## config.mk

```make
export PLATFORM = sky130hd
export DESIGN_NAME = uxcr_regs
export DESIGN_NICKNAME = d
export VERILOG_FILES = /design/src/core/uxcr_pkg.sv /design/src/core/uxcr_baud_gen.sv /design/src/core/uxcr_idle_ins.sv /design/src/core/uxcr_regs.sv
export SDC_FILE = /design/constraint.sdc
export NUM_CORES = 1
export LEC_CHECK = 0
export BUFFER_PORTS_ARGS = -buffer_cell sky130_fd_sc_hd__buf_2
export CORE_MARGIN = 2
export CORE_UTILIZATION = 30
export CTS_BUF_LIST = sky130_fd_sc_hd__clkbuf_4 sky130_fd_sc_hd__clkbuf_8 sky130_fd_sc_hd__clkbuf_16
export DETAILED_ROUTE_END_ITERATION = 10
export HOLD_SLACK_MARGIN = 0.05
export PLACE_DENSITY = 0.47
export SETUP_SLACK_MARGIN = 0.15
export SLEW_MARGIN = 20
export SYNTH_ARGS = -nofsm -noshare
export SYNTH_HDL_FRONTEND = slang
export SYNTH_HIERARCHICAL = 1
export SYNTH_SLANG_ARGS = --single-unit
```

## constraint.sdc

```tcl
create_clock -name i_ref_clk -period 6.7 [get_ports i_ref_clk]
set_input_delay 0.67 -clock i_ref_clk [delete_from_list [all_inputs] [get_ports i_ref_clk]]
set_output_delay 0.67 -clock i_ref_clk [all_outputs]
set_load 0.05 [all_outputs]
```

## src/core/uxcr_pkg.sv

```systemverilog
/*
 package for the extended configuration register bank of one uart channel:
 register offsets, unlock values, reset values and field layouts.
 assumes nothing of its surroundings.
*/
package uxcr_pkg;

   // register offsets on the 5-bit register port
   localparam logic [4:0] ADR_PRESC = 5'h04;
   localparam logic [4:0] ADR_CNT   = 5'h05;
   localparam logic [4:0] ADR_TFL   = 5'h06;
   localparam logic [4:0] ADR_SFC   = 5'h07;
   localparam logic [4:0] ADR_IDLE  = 5'h08;
   localparam logic [4:0] ADR_TRC   = 5'h09;
   localparam logic [4:0] ADR_KEY   = 5'h0d;
   localparam logic [4:0] ADR_TRX   = 5'h10;

   // unlock values
   localparam logic [7:0] LINE_CTL_UNLOCK = 8'hbf;
   localparam logic [7:0] KEY_VALUE       = 8'h5a;

   // reset values
   localparam logic [7:0] SFC_RST   = 8'h00;
   localparam logic [7:0] IDLE_RST  = 8'h00;
   localparam logic [7:0] TRC_RST   = 8'h06;
   localparam logic [7:0] PRESC_RST = 8'h10;
   localparam logic [7:0] KEY_RST   = 8'h00;
   localparam logic [7:0] TRX_RST   = 8'h00;

   // baud oversample base
   localparam logic [6:0] SAMPLE_BASE = 7'h10;

   // special function control layout, bit 7 first
   typedef struct packed {
      logic xtal_fb_dis;
      logic cnt_sel;
      logic rsvd;
      logic burst;
      logic loopback;
      logic spec_access;
      logic auto_dsr_dtr;
      logic force_tx;
   } uxcr_sfc_t;

   // tx/rx control layout
   typedef struct packed {
      logic [4:0] sample_clk;
      logic       xon_inband;
      logic       tx_empty_ie;
      logic       rx_timeout_en;
   } uxcr_trc_t;

   // clock prescale layout
   typedef struct packed {
      logic [3:0] m_factor;
      logic [3:0] n_factor;
   } uxcr_presc_t;

   // own extension: idle insertion enable in bit 0
   typedef struct packed {
      logic [6:0] rsvd;
      logic       idle_ins_en;
   } uxcr_trx_t;

endpackage

```

## src/core/uxcr_baud_gen.sv

```systemverilog
/*
 baud tick generator: input clock divided by
 divisor * 2^(m + 2*modem7 - 1) * (16 - sample + n), as three cascaded counters.
 assumes settings from same-clock registers.
*/
`timescale 1ns/1ps
module uxcr_baud_gen (
   // clock and reset
   input  wire logic        i_ref_clk,
   input  wire logic        i_rst,
   // settings
   input  wire logic [15:0] i_divisor,
   input  wire logic        i_modem7,
   input  wire logic [3:0]  i_m_factor,
   input  wire logic [3:0]  i_n_factor,
   input  wire logic [4:0]  i_sample_clk,
   // tick
   output logic             o_baud_tick
);
   logic [5:0]  exp_raw;
   logic [4:0]  exp_eff;
   logic [16:0] pre_len;
   logic [6:0]  smp_raw;
   logic [6:0]  smp_len;
   logic [15:0] div_len;
   logic [16:0] pre_q;
   logic [15:0] div_q;
   logic [6:0]  smp_q;
   logic        pre_tick;
   logic        div_tick;

   always_comb begin
      exp_raw = {2'h0, i_m_factor} + (i_modem7 ? 6'h02 : 6'h00);
      exp_eff = (exp_raw == 6'h00) ? 5'h00 : 5'(exp_raw - 6'h01);
      pre_len = 17'h00001 << exp_eff;
      smp_raw = uxcr_pkg::SAMPLE_BASE + {3'h0, i_n_factor} - {2'h0, i_sample_clk};
      smp_len = (smp_raw[6] || smp_raw == 7'h00) ? 7'h01 : smp_raw;
      div_len = (i_divisor == 16'h0000) ? 16'h0001 : i_divisor;
   end

   assign pre_tick = (pre_q >= pre_len - 17'h00001);
   assign div_tick = pre_tick && (div_q >= div_len - 16'h0001);

   // counter chain
   always_ff @(posedge i_ref_clk or posedge i_rst) begin
      if (i_rst) begin
         pre_q       <= '0;
         div_q       <= '0;
         smp_q       <= '0;
         o_baud_tick <= 1'b0;
      end else begin
         pre_q       <= pre_tick ? 17'h00000 : pre_q + 17'h00001;
         if (pre_tick) begin
            div_q <= div_tick ? 16'h0000 : div_q + 16'h0001;
         end
         o_baud_tick <= 1'b0;
         if (div_tick) begin
            if (smp_q >= smp_len - 7'h01) begin
               smp_q       <= 7'h00;
               o_baud_tick <= 1'b1;
            end else begin
               smp_q <= smp_q + 7'h01;
            end
         end
      end
   end
endmodule // uxcr_baud_gen

```

## src/core/uxcr_idle_ins.sv

```systemverilog
/*
 idle time inserter: after each sent character holds the transmitter
 for the programmed number of baud ticks.
 assumes char-done and baud tick are same-clock pulses.
*/
`timescale 1ns/1ps
module uxcr_idle_ins (
   // clock and reset
   input  wire logic       i_ref_clk,
   input  wire logic       i_rst,
   // settings and events
   input  wire logic       i_enable,
   input  wire logic [7:0] i_idle_len,
   input  wire logic       i_baud_tick,
   input  wire logic       i_char_done,
   // hold
   output logic            o_hold
);
   logic [7:0] cnt_q;

   always_ff @(posedge i_ref_clk or posedge i_rst) begin
      if (i_rst) begin
         cnt_q <= 8'h00;
      end else if (!i_enable) begin
         cnt_q <= 8'h00;
      end else if (i_char_done) begin
         cnt_q <= i_idle_len;
      end else if (i_baud_tick && cnt_q != 8'h00) begin
         cnt_q <= cnt_q - 8'h01;
      end
   end

   assign o_hold = (cnt_q != 8'h00);
endmodule // uxcr_idle_ins

```

## src/core/uxcr_regs.sv

```systemverilog
/*
 extended configuration register bank of one uart channel, behind the
 line-control unlock value, with baud generation, loopback, flow control
 and idle insertion hooks.
 assumes line control, modem control bit 7, divisor and fifo counts come
 from same-clock logic; serial and modem pins come from outside.
*/
// The strobed register port was chosen for this implementation.
`timescale 1ns/1ps
module uxcr_regs (
   // clock and reset
   input  wire logic        i_ref_clk,
   input  wire logic        i_rst,
   // register port
   input  wire logic [4:0]  i_addr,
   input  wire logic [7:0]  i_wdata,
   input  wire logic        i_wr,
   input  wire logic        i_rd,
   input  wire logic        i_burst_cont,
   output logic      [7:0]  o_rdata,
   // baseline uart context
   input  wire logic [7:0]  i_line_control,
   input  wire logic        i_modem_ctl7,
   input  wire logic [15:0] i_baud_divisor,
   // fifo counters
   input  wire logic [7:0]  i_tx_fifo_count,
   input  wire logic [7:0]  i_rx_fifo_count,
   input  wire logic [7:0]  i_line_err_count,
   // transmitter and receiver
   input  wire logic        i_tx_serial,
   input  wire logic        i_tx_char_done,
   input  wire logic        i_tx_empty,
   input  wire logic        i_rx_almost_full,
   input  wire logic        i_dtr_n_sw,
   output logic             o_rx_serial,
   output logic             o_tx_allowed,
   output logic             o_baud_tick,
   // pins
   input  wire logic        i_rx_pin,
   input  wire logic        i_dsr_n_pin,
   output logic             o_tx_pin,
   output logic             o_dtr_n,
   // configuration outputs
   output logic             o_tx_empty_irq,
   output logic             o_xon_inband_en,
   output logic             o_rx_timeout_en,
   output logic             o_xtal_fb_disable,
   output logic             o_burst_en
);
   uxcr_pkg::uxcr_sfc_t sfc_q;
   uxcr_pkg::uxcr_trc_t trc_q;
   uxcr_pkg::uxcr_presc_t presc_q;
   uxcr_pkg::uxcr_trx_t trx_q;
   logic [7:0]          key_q;
   logic [7:0]          idle_time_q;
   logic [4:0]          last_addr_q;
   logic [1:0]          rx_sync_q;
   logic [1:0]          dsr_sync_q;
   logic                unlocked;
   logic                key_ok;
   logic                spec_ok;
   logic [4:0]          eff_addr;
   logic                acc_ok;
   logic                wr_ok;
   logic [7:0]          rdata_d;
   logic                idle_hold;
   logic                dsr_ok;

   // unlock conditions
   assign unlocked = (i_line_control == uxcr_pkg::LINE_CTL_UNLOCK);
   assign key_ok   = (key_q == uxcr_pkg::KEY_VALUE);
   assign spec_ok  = unlocked && sfc_q.spec_access;

   // burst continuation steps from the last address
   assign eff_addr = (sfc_q.burst && i_burst_cont) ? 5'(last_addr_q + 5'h01) : i_addr;

   // access gate per location
   always_comb begin
      unique case (eff_addr)
         uxcr_pkg::ADR_KEY: acc_ok = unlocked;
         uxcr_pkg::ADR_SFC: acc_ok = unlocked && key_ok;
         uxcr_pkg::ADR_TFL: acc_ok = spec_ok;
         uxcr_pkg::ADR_PRESC,
         uxcr_pkg::ADR_CNT,
         uxcr_pkg::ADR_IDLE,
         uxcr_pkg::ADR_TRX: acc_ok = spec_ok;
         uxcr_pkg::ADR_TRC: acc_ok = spec_ok;
         default:           acc_ok = 1'b0;
      endcase
   end

   assign wr_ok = i_wr && acc_ok;

   // burst address memory
   always_ff @(posedge i_ref_clk or posedge i_rst) begin
      if (i_rst) begin
         last_addr_q <= 5'h00;
      end else if (i_wr || i_rd) begin
         last_addr_q <= eff_addr;
      end
   end

   // unlock key
   always_ff @(posedge i_ref_clk or posedge i_rst) begin
      if (i_rst) begin
         key_q <= uxcr_pkg::KEY_RST;
      end else if (wr_ok && eff_addr == uxcr_pkg::ADR_KEY) begin
         key_q <= i_wdata;
      end
   end

   // special function control
   always_ff @(posedge i_ref_clk or posedge i_rst) begin
      if (i_rst) begin
         sfc_q <= uxcr_pkg::uxcr_sfc_t'(uxcr_pkg::SFC_RST);
      end else if (wr_ok && eff_addr == uxcr_pkg::ADR_SFC) begin
         sfc_q <= uxcr_pkg::uxcr_sfc_t'(i_wdata);
      end
   end

   // clock prescale
   always_ff @(posedge i_ref_clk or posedge i_rst) begin
      if (i_rst) begin
         presc_q <= uxcr_pkg::uxcr_presc_t'(uxcr_pkg::PRESC_RST);
      end else if (wr_ok && eff_addr == uxcr_pkg::ADR_PRESC) begin
         presc_q <= uxcr_pkg::uxcr_presc_t'(i_wdata);
      end
   end

   // transmit idle time
   always_ff @(posedge i_ref_clk or posedge i_rst) begin
      if (i_rst) begin
         idle_time_q <= uxcr_pkg::IDLE_RST;
      end else if (wr_ok && eff_addr == uxcr_pkg::ADR_IDLE) begin
         idle_time_q <= i_wdata;
      end
   end

   // tx/rx control
   always_ff @(posedge i_ref_clk or posedge i_rst) begin
      if (i_rst) begin
         trc_q <= uxcr_pkg::uxcr_trc_t'(uxcr_pkg::TRC_RST);
      end else if (wr_ok && eff_addr == uxcr_pkg::ADR_TRC) begin
         trc_q <= uxcr_pkg::uxcr_trc_t'(i_wdata);
      end
   end

   // tx/rx control extension
   always_ff @(posedge i_ref_clk or posedge i_rst) begin
      if (i_rst) begin
         trx_q <= uxcr_pkg::uxcr_trx_t'(uxcr_pkg::TRX_RST);
      end else if (wr_ok && eff_addr == uxcr_pkg::ADR_TRX) begin
         trx_q <= uxcr_pkg::uxcr_trx_t'({7'h00, i_wdata[0]});
      end
   end

   // read mux, hidden locations read zero
   always_comb begin
      rdata_d = 8'h00;
      if (i_rd && acc_ok) begin
         unique case (eff_addr)
            uxcr_pkg::ADR_KEY:   rdata_d = key_q;
            uxcr_pkg::ADR_SFC:   rdata_d = sfc_q;
            uxcr_pkg::ADR_PRESC: rdata_d = presc_q;
            uxcr_pkg::ADR_CNT:   rdata_d = sfc_q.cnt_sel ? i_line_err_count : i_rx_fifo_count;
            uxcr_pkg::ADR_TFL:   rdata_d = i_tx_fifo_count;
            uxcr_pkg::ADR_IDLE:  rdata_d = idle_time_q;
            uxcr_pkg::ADR_TRC:   rdata_d = trc_q;
            uxcr_pkg::ADR_TRX:   rdata_d = trx_q;
            default:             rdata_d = 8'h00;
         endcase
      end
   end

   always_ff @(posedge i_ref_clk or posedge i_rst) begin
      if (i_rst) begin
         o_rdata <= 8'h00;
      end else begin
         o_rdata <= rdata_d;
      end
   end

   // pin synchronisers
   always_ff @(posedge i_ref_clk or posedge i_rst) begin
      if (i_rst) begin
         rx_sync_q  <= 2'b11;
         dsr_sync_q <= 2'b11;
      end else begin
         rx_sync_q  <= {rx_sync_q[0], i_rx_pin};
         dsr_sync_q <= {dsr_sync_q[0], i_dsr_n_pin};
      end
   end

   assign o_rx_serial = rx_sync_q[1];

   // serial output and flow control pins
   always_ff @(posedge i_ref_clk or posedge i_rst) begin
      if (i_rst) begin
         o_tx_pin <= 1'b1;
         o_dtr_n  <= 1'b1;
      end else begin
         o_tx_pin <= sfc_q.loopback ? rx_sync_q[1] : i_tx_serial;
         o_dtr_n  <= sfc_q.auto_dsr_dtr ? i_rx_almost_full : i_dtr_n_sw;
      end
   end

   // transmit gating
   assign dsr_ok       = !sfc_q.auto_dsr_dtr || !dsr_sync_q[1];
   assign o_tx_allowed = sfc_q.force_tx || (dsr_ok && !idle_hold);

   // configuration outputs
   always_ff @(posedge i_ref_clk or posedge i_rst) begin
      if (i_rst) begin
         o_tx_empty_irq <= 1'b0;
      end else begin
         o_tx_empty_irq <= trc_q.tx_empty_ie && i_tx_empty;
      end
   end

   assign o_xon_inband_en   = trc_q.xon_inband;
   assign o_rx_timeout_en   = trc_q.rx_timeout_en;
   assign o_xtal_fb_disable = sfc_q.xtal_fb_dis;
   assign o_burst_en        = sfc_q.burst;

   // baud rate generator
   uxcr_baud_gen u_baud (
      .i_ref_clk    (i_ref_clk),
      .i_rst        (i_rst),
      .i_divisor    (i_baud_divisor),
      .i_modem7     (i_modem_ctl7),
      .i_m_factor   (presc_q.m_factor),
      .i_n_factor   (presc_q.n_factor),
      .i_sample_clk (trc_q.sample_clk),
      .o_baud_tick  (o_baud_tick)
   );

   // idle insertion
   uxcr_idle_ins u_idle (
      .i_ref_clk   (i_ref_clk),
      .i_rst       (i_rst),
      .i_enable    (trx_q.idle_ins_en),
      .i_idle_len  (idle_time_q),
      .i_baud_tick (o_baud_tick),
      .i_char_done (i_tx_char_done),
      .o_hold      (idle_hold)
   );
endmodule // uxcr_regs

```

==> out/metrics.cfg <==
[yosys]
syn_inst=822
syn-num-nets=955
ys_ff_latch=110
synth_edf_count=0
synth.area.top_cells=dfrtp_1 32%, ha_1 9.1%, mux2_2 6.1%
syn_area_um2=7970
synth_area_per_cell_um2=9.70
synth_top_area_share_pct=31.7
ys_warn_count=6
yosysTopAreaCell=dfrtp_1
synthFlopType=dfrtp_1
synth_cell_types=90
async_reset_ff_share_pct=100
ys_seq_area_share_pct=34.7

[cts]
postCtsSetupBuffers=0
clockRootBuffer=clkbuf_16
holdBufCountCts=0
clkTransAtPathRegs_ns=0.08
cts_buffer_depth=2
numClockSinks=110
cts_buffers=9
worst_skew_pair.late_latency_ns=0.36
cts_resized=0
cts-htree-levels=3
cts_tree=done

[grt]
grt_first_pass_wirelength_um=34100
grt_max_degree=62
antenna_found_initial=0
overflow=0
grt_pass1_vias=6361
grt_usage_pct=14.9

[floorplan]
top_level_ports=92
die_w_um=167
die-area_um2=27900
dieHeight_um=167
core-area_um2=26100
initial_utilization_pct=30.6
std_cell_rows=59

[power]
p_sw_w=0.000458
p_int_w=0.00111
p_sw_share_pct=29.3
p_comb_share_pct=15.8
peakVddDrop_mv=0.166
p_seq_share_pct=47.1
p_leak_nw=3.98
powerDensity_nw_per_um2=173
pwr-share-clk_pct=37.1

[drt]
viasPerCell=5.16
vias=6430
ant_nets=0
routedWlPerCell_um=16.5
routed_wl_um=20600
drt-pass1-iter-count=5
drt_iter0_drc=483
drc_errors=0

[critical_path]
crit_fanout=22
end_kind=register
required_ns=7.00
crit_start=presc_q[5]
r2r_start=presc_q[5]
criticalPathCategory=register to register
startpoint_type=register
arrival_ns=5.51

[place]
gp_congestion=0.788
hpwl_um=15700
postPlaceCellArea_um2=8740
io_buffers=91

[job]
maxCapViolations=0

[hold_path]
hold_class=primary input to asynchronous set/reset pin

[finish]
num-nets-final=1038
diodes=0
drive_gt1_share_pct=22.2
fin_util_pct=34.8
layout_common_cells=101 x dfrtp_1, 91 x buf_2, 73 x nor2_1, 58 x ha_1, 54 x nand2_1
final_common_cell=dfrtp_1
area_delta_synth_final_pct=13.8
final_area_um2=9070

[timing]
tightest_slew_ns=0.991
clock.fmax_ghz=0.192
post-route-min-period_ns=5.21
hold_viol_final=0
tns_ns=0
setup_viol=0
rsz0062_at_grt=no
post-route-period-util_pct=77.8
slew_violations=0
clock-skew-final_ns=0.0114
slew_headroom_pct=33.8

[outcome]
status=finished, final reports clean

-- final cells by class --
class,count,area [µm²]
fill,2687,17000
multi-input combinational,662,4970
inverter,25,93.8
tap,335,419
clock buffer,10,239
clock inverter,6,76.3
timing repair buffer,97,500
sequential,110,2760
-- routing by layer --
metal / wire (µm) / up-vias / global-route usage, %
met5: 0 / - / 0
met1: 10500 / 3073 / 22.0
met3: 742 / 16 / 2.71
met2: 9160 / 115 / 22.7
met4: 232 / 0 / 3.37
li1: - / 3226 / -
-- worst max-delay path, cell delays in order, from the launching register on --
cell	delay [ns]
dfrtp_1	0.46
ha_1	0.36
inv_1	0.09
ha_1	0.24
nand3b_1	0.12
xor2_1	0.17
a22o_1	0.27
o21ai_1	0.34
nand3_1	0.12
ha_1	0.23
inv_1	0.12
a21oi_4	0.08
a211oi_1	0.23
a21oi_1	0.07
ha_1	0.30
a21o_1	0.11
a21o_1	0.10
a21oi_1	0.07
o211ai_2	0.77
nor2b_2	0.68
a22o_1	0.22
-- per-stage QoR --
step                      total power (W)  std cells  hold WS [ns]  setup slack (ns)
after floorplan                  0.000914        822         0.345              2.20
after global placement            0.00100       1229         0.346              1.24
after detailed placement         0.000999       1229         0.348              1.22
after CTS                         0.00159       1245         0.318              1.51
after global routing              0.00166       1245         0.333              1.09
final                             0.00157       1245         0.323              1.49
-- cell families (layout without fill, tap and decap cells) --
| kind of cell | after synthesis | count (layout) | share of synthesized area, % |
|---|---|---|---|
| AND/OR/NAND/NOR | 290 | 290 | 19.7 |
| AO/OA/AOI/OAI | 207 | 207 | 19.8 |
| flip-flops | 110 | 110 | 34.7 |
| adder cells (fa/ha/maj) | 60 | 60 | 9.48 |
| multiplexers | 58 | 58 | 8.15 |
| buffers and inverters | 50 | 138 | 3.03 |
| XOR/XNOR | 47 | 47 | 5.16 |
-- state kept, by name, indices dropped and copies added (netlist names), 2 cells and up --
register      flops
o_rdata           8
rx_sync_q         2
u_baud/smp_q      7
u_baud/pre_q     17
sfc_q             6
dsr_sync_q        2
u_idle/cnt_q      8
u_baud/div_q     16
presc_q           8
idle_time_q       8
trc_q             6
key_q             8
last_addr_q       5
-- worst paths after layout --
| kind | slack [ns] | cells after the start | endpoint |
|---|---|---|---|
| worst max-delay path | 1.49 | 20 | u_baud/div_q[12] |
| worst min-delay path | 0.32 | 2 | u_idle/cnt_q[6] |
| worst max register to register | 1.49 | 20 | u_baud/div_q[12] |
| worst min register to register | 0.36 | 0 | rx_sync_q[1] |
| max in group asynchronous | 5.56 | 3 | o_xtal_fb_disable |
| min in group i_ref_clk | 0.36 | 0 | rx_sync_q[1] |
-- synth_stat cells (all sizes together) (9+ instances only) --
master   number
a211oi       16
a21o         14
a21oi        41
a22o         14
and2         14
and3         11
buf          14
clkbuf       11
dfrtp       101
dfstp         9
ha           58
inv          25
mux2         45
mux2i        13
nand2        54
nand2b       13
nand3        23
nand4        18
nor2         74
nor2b        11
nor3         25
o211ai       10
o21ai        36
o2bb2ai      14
or3          10
xnor2        19
xor2         28
-- power by group through the flow --
| stage | Sequential, W | Clock, W | Combinational, W |
|---|---|---|---|
| final | 0.000737 | 0.000581 | 0.000248 |
| after global routing | 0.000745 | 0.000628 | 0.000285 |
| after CTS | 0.000737 | 0.000603 | 0.000251 |
| after detailed placement | 0.000750 | 0 | 0.000249 |
| after global placement | 0.000751 | 0 | 0.000250 |
| after floorplan | 0.000739 | 0 | 0.000174 |
Power figures use the tool's default switching activity.
